`src/fault_status_map.svh`:
```
`ifndef FAULT_STATUS_MAP_SVH
`define FAULT_STATUS_MAP_SVH

`define CMD_BYTE 8'h78
`define CMD_WORD 8'h79
`define CMD_VOUT 8'h7a
`define CMD_IOUT 8'h7b
`define CMD_INPUT 8'h7c
`define CMD_TEMP 8'h7d
`define NUM_PAGES 2
`define VOUT_USED_MASK 8'h98
`define IOUT_USED_MASK 8'hc8
`define INPUT_USED_MASK 8'h94
`define TEMP_USED_MASK 8'hd0
`define VOUT_OV_BIT 7
`define VOUT_UV_BIT 4
`define VOUT_MAX_BIT 3
`define IOUT_OC_BIT 7
`define IOUT_OCUV_BIT 6
`define IOUT_SHARE_BIT 3
`define INPUT_OV_BIT 7
`define INPUT_UV_BIT 4
`define INPUT_OC_BIT 2
`define TEMP_OT_BIT 7
`define TEMP_OTW_BIT 6
`define TEMP_UT_BIT 4
`define SUM_VOUT_BIT 15
`define SUM_IOUT_BIT 14
`define SUM_INPUT_BIT 13
`define SUM_VENDOR_BIT 12
`define SUM_PGOOD_BIT 11
`define SUM_OFF_BIT 6
`define SUM_OV_BIT 5
`define SUM_OC_BIT 4
`define SUM_UV_BIT 3
`define SUM_TEMP_BIT 2
`define SUM_CML_BIT 1
`define SUM_OTHER_BIT 0
`define ZERO8 8'h00
`define ZERO16 16'h0000
`endif

```
`src/fault_status_pkg.sv`:
```
package fault_status_pkg;
    typedef logic [7:0] detail_t;
    typedef logic [15:0] word_t;
    typedef logic [7:0] cmd_t;
endpackage

```
`src/page_detail_if.sv`:
```
`timescale 1ns/1ps
interface page_detail_if;
    import fault_status_pkg::*;
    detail_t vout;
    detail_t iout;
    logic any_vout;
    logic any_iout;
    logic any_ov;
    logic any_oc;
    modport store (output vout, iout, any_vout, any_iout, any_ov, any_oc);
    modport user (input vout, iout, any_vout, any_iout, any_ov, any_oc);
endinterface

```
`src/fault_status_register_bank.sv`:
```
`timescale 1ns/1ps
`include "fault_status_map.svh"
module fault_status_register_bank
    import fault_status_pkg::*;
(
    input wire logic CLK_SYS,
    input wire logic RESET,
    input wire logic PAGE,
    input wire logic RD_STROBE,
    input wire logic [7:0] CMD,
    input wire logic [15:0] VOUT_EVT,
    input wire logic [15:0] IOUT_EVT,
    input wire logic [7:0] INPUT_EVT,
    input wire logic [7:0] TEMP_EVT,
    input wire logic [1:0] VOUT_CLR,
    input wire logic [1:0] IOUT_CLR,
    input wire logic INPUT_CLR,
    input wire logic TEMP_CLR,
    input wire logic VIN_ABOVE_UV,
    input wire logic POWER_GOOD_N,
    input wire logic OUTPUT_OFF,
    input wire logic VENDOR_EVENT_FLAG,
    input wire logic COMM_MEMORY_LOGIC_FLAG,
    input wire logic OTHER_CHANGE,
    output logic [15:0] RD_DATA,
    output logic RD_VALID,
    output logic RD_ERROR
);
    page_detail_if pd ();
    detail_t input_r, temp_r;
    logic uv_armed_r;
    logic pg_meta_r, pg_sync_r, off_meta_r, off_sync_r;
    logic vin_meta_r, vin_sync_r;
    word_t summary, rd_nxt;
    logic err_nxt;

    page_detail u_pages (
        .clk(CLK_SYS),
        .rst(RESET),
        .vout_evt(VOUT_EVT),
        .iout_evt(IOUT_EVT),
        .vout_clr(VOUT_CLR),
        .iout_clr(IOUT_CLR),
        .page(PAGE),
        .pd(pd)
    );

    // Analog-side levels may change asynchronously to the core clock
    always_ff @(posedge CLK_SYS or posedge RESET) begin
        if (RESET) begin
            pg_meta_r <= 1'b0;
            pg_sync_r <= 1'b0;
            off_meta_r <= 1'b1;
            off_sync_r <= 1'b1;
            vin_meta_r <= 1'b0;
            vin_sync_r <= 1'b0;
        end else begin
            pg_meta_r <= POWER_GOOD_N;
            pg_sync_r <= pg_meta_r;
            off_meta_r <= OUTPUT_OFF;
            off_sync_r <= off_meta_r;
            vin_meta_r <= VIN_ABOVE_UV;
            vin_sync_r <= vin_meta_r;
        end
    end

    // Undervoltage is meaningless before the input has ever come up
    always_ff @(posedge CLK_SYS or posedge RESET) begin
        if (RESET) begin
            uv_armed_r <= 1'b0;
        end else if (vin_sync_r) begin
            uv_armed_r <= 1'b1;
        end
    end

    always_ff @(posedge CLK_SYS or posedge RESET) begin
        if (RESET) begin
            input_r <= `ZERO8;
        end else begin
            input_r <= ((INPUT_CLR ? `ZERO8 : input_r)
                       | (INPUT_EVT & {3'h7, uv_armed_r, 4'hf}))
                       & `INPUT_USED_MASK;
        end
    end

    always_ff @(posedge CLK_SYS or posedge RESET) begin
        if (RESET) begin
            temp_r <= `ZERO8;
        end else begin
            temp_r <= ((TEMP_CLR ? `ZERO8 : temp_r) | TEMP_EVT) & `TEMP_USED_MASK;
        end
    end

    always_comb begin
        summary = `ZERO16;
        summary[`SUM_VOUT_BIT] = pd.any_vout;
        summary[`SUM_IOUT_BIT] = pd.any_iout;
        summary[`SUM_INPUT_BIT] = |input_r;
        summary[`SUM_VENDOR_BIT] = VENDOR_EVENT_FLAG;
        summary[`SUM_PGOOD_BIT] = pg_sync_r;
        summary[`SUM_OFF_BIT] = off_sync_r;
        summary[`SUM_OV_BIT] = pd.any_ov;
        summary[`SUM_OC_BIT] = pd.any_oc;
        summary[`SUM_UV_BIT] = input_r[`INPUT_UV_BIT];
        summary[`SUM_TEMP_BIT] = |temp_r;
        summary[`SUM_CML_BIT] = COMM_MEMORY_LOGIC_FLAG;
        summary[`SUM_OTHER_BIT] = OTHER_CHANGE;
    end

    always_comb begin
        rd_nxt = `ZERO16;
        err_nxt = 1'b0;
        if (CMD == `CMD_BYTE) begin
            rd_nxt = {8'h00, summary[7:0]};
        end else if (CMD == `CMD_WORD) begin
            rd_nxt = summary;
        end else if (CMD == `CMD_VOUT) begin
            rd_nxt = {8'h00, pd.vout};
        end else if (CMD == `CMD_IOUT) begin
            rd_nxt = {8'h00, pd.iout};
        end else if (CMD == `CMD_INPUT) begin
            rd_nxt = {8'h00, input_r};
        end else if (CMD == `CMD_TEMP) begin
            rd_nxt = {8'h00, temp_r};
        end else begin
            err_nxt = 1'b1;
        end
    end

    always_ff @(posedge CLK_SYS or posedge RESET) begin
        if (RESET) begin
            RD_DATA <= `ZERO16;
            RD_VALID <= 1'b0;
            RD_ERROR <= 1'b0;
        end else begin
            RD_VALID <= RD_STROBE;
            RD_ERROR <= RD_STROBE & err_nxt;
            if (RD_STROBE) begin
                RD_DATA <= rd_nxt;
            end
        end
    end
endmodule

```
`src/page_detail.sv`:
```
`timescale 1ns/1ps
`include "fault_status_map.svh"
module page_detail
    import fault_status_pkg::*;
(
    input wire logic clk,
    input wire logic rst,
    input wire logic [`NUM_PAGES*8-1:0] vout_evt,
    input wire logic [`NUM_PAGES*8-1:0] iout_evt,
    input wire logic [`NUM_PAGES-1:0] vout_clr,
    input wire logic [`NUM_PAGES-1:0] iout_clr,
    input wire logic page,
    page_detail_if.store pd
);
    detail_t vout_r [`NUM_PAGES];
    detail_t iout_r [`NUM_PAGES];
    logic [`NUM_PAGES-1:0] v_any, i_any, v_ov, i_oc;

    genvar g;
    generate
        for (g = 0; g < `NUM_PAGES; g++) begin : pg
            // Set beats clear so an event in the clearing cycle survives
            always_ff @(posedge clk or posedge rst) begin
                if (rst) begin
                    vout_r[g] <= `ZERO8;
                end else begin
                    vout_r[g] <= ((vout_clr[g] ? `ZERO8 : vout_r[g])
                                 | vout_evt[g*8 +: 8]) & `VOUT_USED_MASK;
                end
            end
            always_ff @(posedge clk or posedge rst) begin
                if (rst) begin
                    iout_r[g] <= `ZERO8;
                end else begin
                    iout_r[g] <= ((iout_clr[g] ? `ZERO8 : iout_r[g])
                                 | iout_evt[g*8 +: 8]) & `IOUT_USED_MASK;
                end
            end
            assign v_any[g] = |vout_r[g];
            assign i_any[g] = |iout_r[g];
            assign v_ov[g] = vout_r[g][`VOUT_OV_BIT];
            assign i_oc[g] = iout_r[g][`IOUT_OC_BIT];
        end
    endgenerate

    assign pd.vout = vout_r[page];
    assign pd.iout = iout_r[page];
    assign pd.any_vout = |v_any;
    assign pd.any_iout = |i_any;
    assign pd.any_ov = |v_ov;
    assign pd.any_oc = |i_oc;
endmodule

```
`config.mk`:
```
export PLATFORM = sky130hd
export DESIGN_NAME = fault_status_register_bank
export DESIGN_NICKNAME = d
export VERILOG_FILES = /design/src/fault_status_pkg.sv /design/src/page_detail_if.sv /design/src/fault_status_register_bank.sv /design/src/page_detail.sv
export VERILOG_INCLUDE_DIRS = /design/src
export SDC_FILE = /design/constraint.sdc
export NUM_CORES = 1
export LEC_CHECK = 0
export BUFFER_PORTS_ARGS = -buffer_cell sky130_fd_sc_hd__buf_2
export CAP_MARGIN = 20
export CORE_MARGIN = 8
export CORE_UTILIZATION = 47
export CTS_CLUSTER_DIAMETER = 80
export DETAILED_ROUTE_END_ITERATION = 10
export PLACE_DENSITY = 0.88
export SLEW_MARGIN = 0
export SYNTH_ARGS = -nofsm -noshare
export SYNTH_HDL_FRONTEND = slang
export SYNTH_SLANG_ARGS = --single-unit
```
`constraint.sdc`:
```
create_clock -name CLK_SYS -period 2.9 [get_ports CLK_SYS]
set_input_delay 0.58 -clock CLK_SYS [delete_from_list [all_inputs] [get_ports CLK_SYS]]
set_output_delay 0.58 -clock CLK_SYS [all_outputs]
set_load 0.1 [all_outputs]
```
==> results of run 1 <==
power by group through the flow:
stage	clock network, mW	registers, mW	logic [mW]
floorplan	0	0.631	0.0746
global placement	0	0.610	0.141
detailed placement	0	0.612	0.143
CTS	0.297	0.601	0.144
global route	0.319	0.604	0.157
finish	0.289	0.601	0.143
metal layers:
layer	up-vias	global-route usage, %	share of wire (%)
met5	-	0	0
met3	6	6.26	9.3
met2	44	22.2	47
met4	0	3.91	1.1
met1	568	17.9	42
li1	577	-	-
cells in the final DEF (no fill, tap or decap), types with 2 or more instances in the layout:
master	Yosys	final
buf_2	2	56
dfrtp_1	38	38
a21o_1	17	17
inv_1	10	10
o2bb2ai_1	5	5
clkbuf_4	0	5
nor3_1	4	4
nand2_1	4	4
a32o_1	4	4
nor2b_1	3	3
a22o_1	3	3
mux2i_1	3	3
conb_1	1	3
and3_1	2	2
or4_1	2	2
o21ai_0	2	2
or2_2	2	2
nor2_1	2	2
nand2b_1	2	2
a21oi_1	2	2
clkinv_2	0	2
dfstp_2	2	2
how the worst max path moves through the flow:
stage,endpoint,from
after global routing,RD_DATA[14],RD_DATA[14]
final,RD_DATA[14],RD_DATA[14]
after CTS,RD_DATA[14],RD_DATA[14]
after floorplan,RD_DATA[6],RD_DATA[6]
after global placement,RD_DATA[7],PAGE
after detailed placement,RD_DATA[3],PAGE
cell families (layout without fill, tap and decap cells):
logic type | Yosys count | in the layout | share of synthesized area (%)
AOI/OAI and AO/OA | 39 | 39 | 19.0
buffers and inverters | 16 | 75 | 4.51
DFF | 40 | 40 | 61.3
other | 1 | 3 | 0.229
and+or+nand+nor | 25 | 25 | 9.47
muxes | 6 | 6 | 5.50
final cells by class:
cell class | instances | area, sq um
Clock buffer | 6 | 51.3
Clock inverter | 2 | 10.0
Fill cell | 293 | 1320
Inverter | 10 | 37.5
Multi-Input combinational cell | 73 | 568
Sequential cell | 40 | 1000
Tap cell | 46 | 57.6
Timing Repair Buffer | 57 | 288
sequential cells by signal, summed over array words and instances (netlist names), 2 cells and up:
signal,flops
u_pages.iout_r,4
RD_DATA,13
u_pages.i_oc,2
temp_r,3
u_pages.vout_r,4
u_pages.v_ov,2
input_r,3
stage by stage:
| step | instance area [sq um] | std cells | hold WS, ns |
|---|---|---|---|
| floorplan | 1650 | 129 | 0.331 |
| global placement | 1950 | 226 | 0.333 |
| detailed placement | 1950 | 226 | 0.336 |
| CTS | 2020 | 234 | 0.311 |
| global route | 2020 | 234 | 0.304 |
| finish | 2020 | 234 | 0.323 |
==> results.toml, run 1 <==
[setup_path]
cp_slowest_stage_delay_ns = 0.44
cp_num_buf_inv = 1
cp_max_fo = 2
reg2reg_to = "RD_DATA[14]"
path_cells = "buf_2"
r2r_start = "u_pages.i_oc[1]"
critPathArrivalTime_ns = 1.15
criticalPathCategory = "flop to output port"
cp_top_family = "buffers and inverters"
reg2regPathDepth = 3
crit_slowest_cell = "buf_2"
worstPathRequired_ns = 2.32
rrSetupSlack_ns = 1.59
start_kind = "flop"
critPathCaptureType = "output port"
cp.depth = 1

[cts]
postCtsSetupBuffers = 0
clkLatencyLatePin_ns = 0.34
clk_pin_slew_ns = 0.11
htreeDepth = 2
clkSinkCount = 40
numCtsBuffers = 5
cts_root_buffer = "clkbuf_4"
clock_path_buffers = 2
cts_tree = "built"
cts_resized = 0
cts_hold_buf = 0

[global_route]
grt_start_max_net_pins = 41
grt_antenna_before_repair = 0
grt_pass1_wl_um = 6040
gr-usage-all-layers_pct = 14.4
overflow = 0
first_global_vias = 1246

[floorplanning]
die-area_sq_mm = 0.00563
die_height_um = 75.0
start_util_pct = 49.1
core_sq_mm = 0.00334
rows = 21
pin_count = 90
die_w_um = 75.0

[sta]
totalNegativeSetupSlack_ns = 0
setup_violations = 0
fmax_ghz = 0.579
finalMaxSlewViolations = 0
skew_ns = 0.00762
rsz0062_at_grt = "false"
fin_crit_sh_pct = 59.6
finalWorstSetupSlack_ns = 1.17
hold_violations = 0
min_period_ns = 1.73

[synth]
yosys-top-cells-area = "dfrtp_1, a21o_1, dfstp_2"
synth.distinct_cells = 35
synthFlopType = "dfrtp_1"
synthesis.area_sq_mm = 0.00164
post_synth.cell_area_avg_sq_um = 12.9
synth_top_area_share_pct = 58.1
synth_area_leader_cell = "dfrtp_1"
synth-seq-cells = 40
ys_seq_area_share_pct = 61.3
synth_edf_count = 0
synthCells = 127
synth_most_common_cell = "dfrtp_1"
synth_common_cells = "dfrtp_1, a21o_1, inv_1, o2bb2ai_1"
async_flop_share_pct = 100
yosys_warnings = 0

[route]
drt-vias-per-instance = 5.11
drc = 0
ant_nets = 0
wire_per_inst_um = 16.0
drt_iter0_markers = 58
vias = 1195
drt_first_pass_iters = 4
wl_um = 3730

[finish]
antennaDiodeCount = 0
nets = 259
drive_gt1_share_pct = 39.9
final_util_pct = 60.4
syn_to_final_growth_pct = 23.1

[pwr]
power_switching_mw = 0.284
power.density_mw_per_mm2 = 512
p_comb_share_pct = 13.9
swShare_pct = 27.5
clkPwrFrac_pct = 28.0
seqPwrFrac_pct = 58.2
vdd_drop_max_uv = 363
p_leak_nw = 1.05
p_int_mw = 0.749
total_power_mw = 1.03

[placed_design]
gp_congestion = 0.780
dp_slack_ns = 1.29
hpwl_um = 2910
io_buffers = 56

[worst_hold_path]
hold-path-endpoint = "off_meta_r"
hold_start = "OUTPUT_OFF"
hold_depth = 1
hold_path.class = "input port to flop"

[status]
outcome = "finished, final reports clean"

[job]
cap_violations = 0
Power figures use the tool's default switching activity.
==> run 2: changes to the inputs <==
ABC_AREA = 1   (was not set)
CORE_UTILIZATION = 45   (was 47)
PLACE_DENSITY = 0.83   (was 0.88)
clock period = 1.69 ns   (was 2.9 ns; I/O delays follow)
==> run 2 against run 1 <==
Compared with the run above:
- synthesized cell count rose by 56%
- highest routed layer unchanged
- register-to-register slack lost 0.92 ns
- largest cell class unchanged
- sequential power rose by 70%
==> results.toml, run 2 <==
[route]
wl_um = 3930
wl_met3_um = 338
drt-vias-per-instance = 4.76
drt_iter0_markers = 115
wire_per_inst_um = 12.7
drc = 0
drt-met1-wl_um = 1620
wl_met2_um = 1920
drt_first_pass_iters = 4
vias = 1472
topRoutingLayerUsed = "met4"
ant_nets = 0

[finish]
syn_to_final_growth_pct = 22.1
fill_cells = 350
final_cell_mix = "buf_2, nand2_1, dfrtp_1"
nets = 330
top_register = "RD_DATA"
final_common_cell = "buf_2"
multi_input_area_sq_um = 642
drive_gt1_share_pct = 29.7
reg_top3 = "RD_DATA: 13 flops, u_pages.iout_r: 4 flops, u_pages.vout_r: 4 flops"
antennaDiodeCount = 0
layoutNonFillerInstCount = 309
largest_reg_flops = 13
seq_area_sq_mm = 0.00100

[synth]
yosys-top-cells-area = "dfrtp_1, nand2_1, o21bai_1"
synthFlopType = "dfrtp_1"
synth_most_common_cell = "nand2_1"
yosys_warnings = 0
synth.distinct_cells = 25
post_synth.cell_area_avg_sq_um = 9.11
async_flop_share_pct = 100
synth_common_cells = "nand2_1, dfrtp_1, inv_1, o21bai_1, nand3_1"
synth-seq-cells = 40
ys_seq_area_share_pct = 55.6
synth_top_area_share_pct = 52.7
synthesis.area_sq_mm = 0.00180
synth_area_leader_cell = "dfrtp_1"
synth_edf_count = 0
synthCells = 198

[placed_design]
gp_congestion = 0.833
hpwl_um = 3100
io_buffers = 56
placedCellCount = 301
dp_slack_ns = 0.290

[sta]
finalWorstSetupSlack_ns = 0.267
fmax_ghz = 0.703
finalMaxSlewViolations = 0
skew_ns = 0.00543
totalNegativeSetupSlack_ns = 0
fin_hold_ws_ns = 0.144
hold_violations = 0
min_period_ns = 1.42
rsz0062_at_grt = "false"
fin_crit_sh_pct = 84.2
setup_violations = 0

[pwr]
total_power_mw = 1.93
vdd_drop_max_uv = 464
power.density_mw_per_mm2 = 876
p_comb_share_pct = 13.9
clkPwrFrac_pct = 33.2
p_leak_nw = 1.25
swShare_pct = 26.7
power_switching_mw = 0.516
p_int_mw = 1.41
seqPwrFrac_pct = 52.9

[floorplanning]
pin_count = 90
die_height_um = 79.3
rows = 23
die_w_um = 79.3
die-area_sq_mm = 0.00629
core_sq_mm = 0.00394
start_util_pct = 45.8

[global_route]
grt_antenna_before_repair = 0
first_global_vias = 1510
grt_pass1_wl_um = 6720
gr-usage-all-layers_pct = 13.7
overflow = 0
grt_start_max_net_pins = 41

[setup_path]
cp_slowest_stage_delay_ns = 0.44
cp_max_fo = 2
path_cells = "buf_2"
cp.depth = 1
critPathCaptureType = "output port"
criticalPathCategory = "flop to output port"
cp_top_family = "buffers and inverters"
worstPathRequired_ns = 1.35
start_kind = "flop"
reg2regPathDepth = 6
crit_slowest_cell = "buf_2"
cp_num_buf_inv = 1
critPathArrivalTime_ns = 1.08

[cts]
numCtsBuffers = 5
clkSinkCount = 40
clock_path_buffers = 2
cts_tree = "built"
postCtsSetupBuffers = 0
htreeDepth = 2
clk_pin_slew_ns = 0.07
cts_root_buffer = "clkbuf_8"
clkLatencyLatePin_ns = 0.29
cts_hold_buf = 0
cts_resized = 0

[worst_hold_path]
hold_path.class = "input port to flop"
hold_depth = 1

[status]
outcome = "finished, final reports clean"

[job]
cap_violations = 0
## run 2: worst paths after layout
path                               startpoint           endpoint  slack [ns]
setup reg to reg           u_pages.vout_r[12]         RD_DATA[4]        0.67
max in group asynchronous               RESET         off_sync_r        1.18
hold / removal                     OUTPUT_OFF         off_meta_r        0.14
min in group asynchronous               RESET  u_pages.iout_r[6]        0.15
setup / recovery                   RD_DATA[5]         RD_DATA[5]        0.27
hold reg to reg                    vin_meta_r         vin_sync_r        0.35
## run 2: cells by family (layout without fill, tap and decap cells)
| logic type | after synthesis | in the layout | synth area share, % |
|---|---|---|---|
| compound gates | 36 | 36 | 12.5 |
| buf+inv | 36 | 95 | 9.22 |
| flops | 40 | 40 | 55.6 |
| other cells | 1 | 3 | 0.208 |
| simple gates | 85 | 85 | 22.5 |
## run 2: per-layer routing
| metal | vias up | track usage, % |
|---|---|---|
| met3 | 5 | 6.09 |
| li1 | 742 | - |
| met4 | 0 | 6.11 |
| met1 | 677 | 15.1 |
| met5 | - | 0 |
| met2 | 48 | 22.2 |
## run 2: metrics by stage
stage | util, % | cell area (sq um)
floorplan | - | 1810
global placement | 53.6 | 2110
detailed placement | 53.6 | 2110
CTS | 55.9 | 2200
global route | 55.9 | 2200
finish | 55.9 | 2200
## run 2: final cells by class
type                       count  share of cell area (%)
inverter                      29                    4.94
multi-input combinational    124                    29.1
clock buffer                   8                    4.09
timing repair buffer          58                    13.4
tap                           50                    2.84
sequential                    40                    45.6
## run 2: power by group through the flow
stage	Combinational, mW	Sequential, mW	Clock [mW]
2_1_floorplan	0.145	1.08	0
3_3_place_gp	0.265	1.04	0
3_5_place_dp	0.270	1.04	0
4_1_cts	0.271	1.02	0.662
5_1_grt	0.298	1.03	0.697
6_report	0.267	1.02	0.641
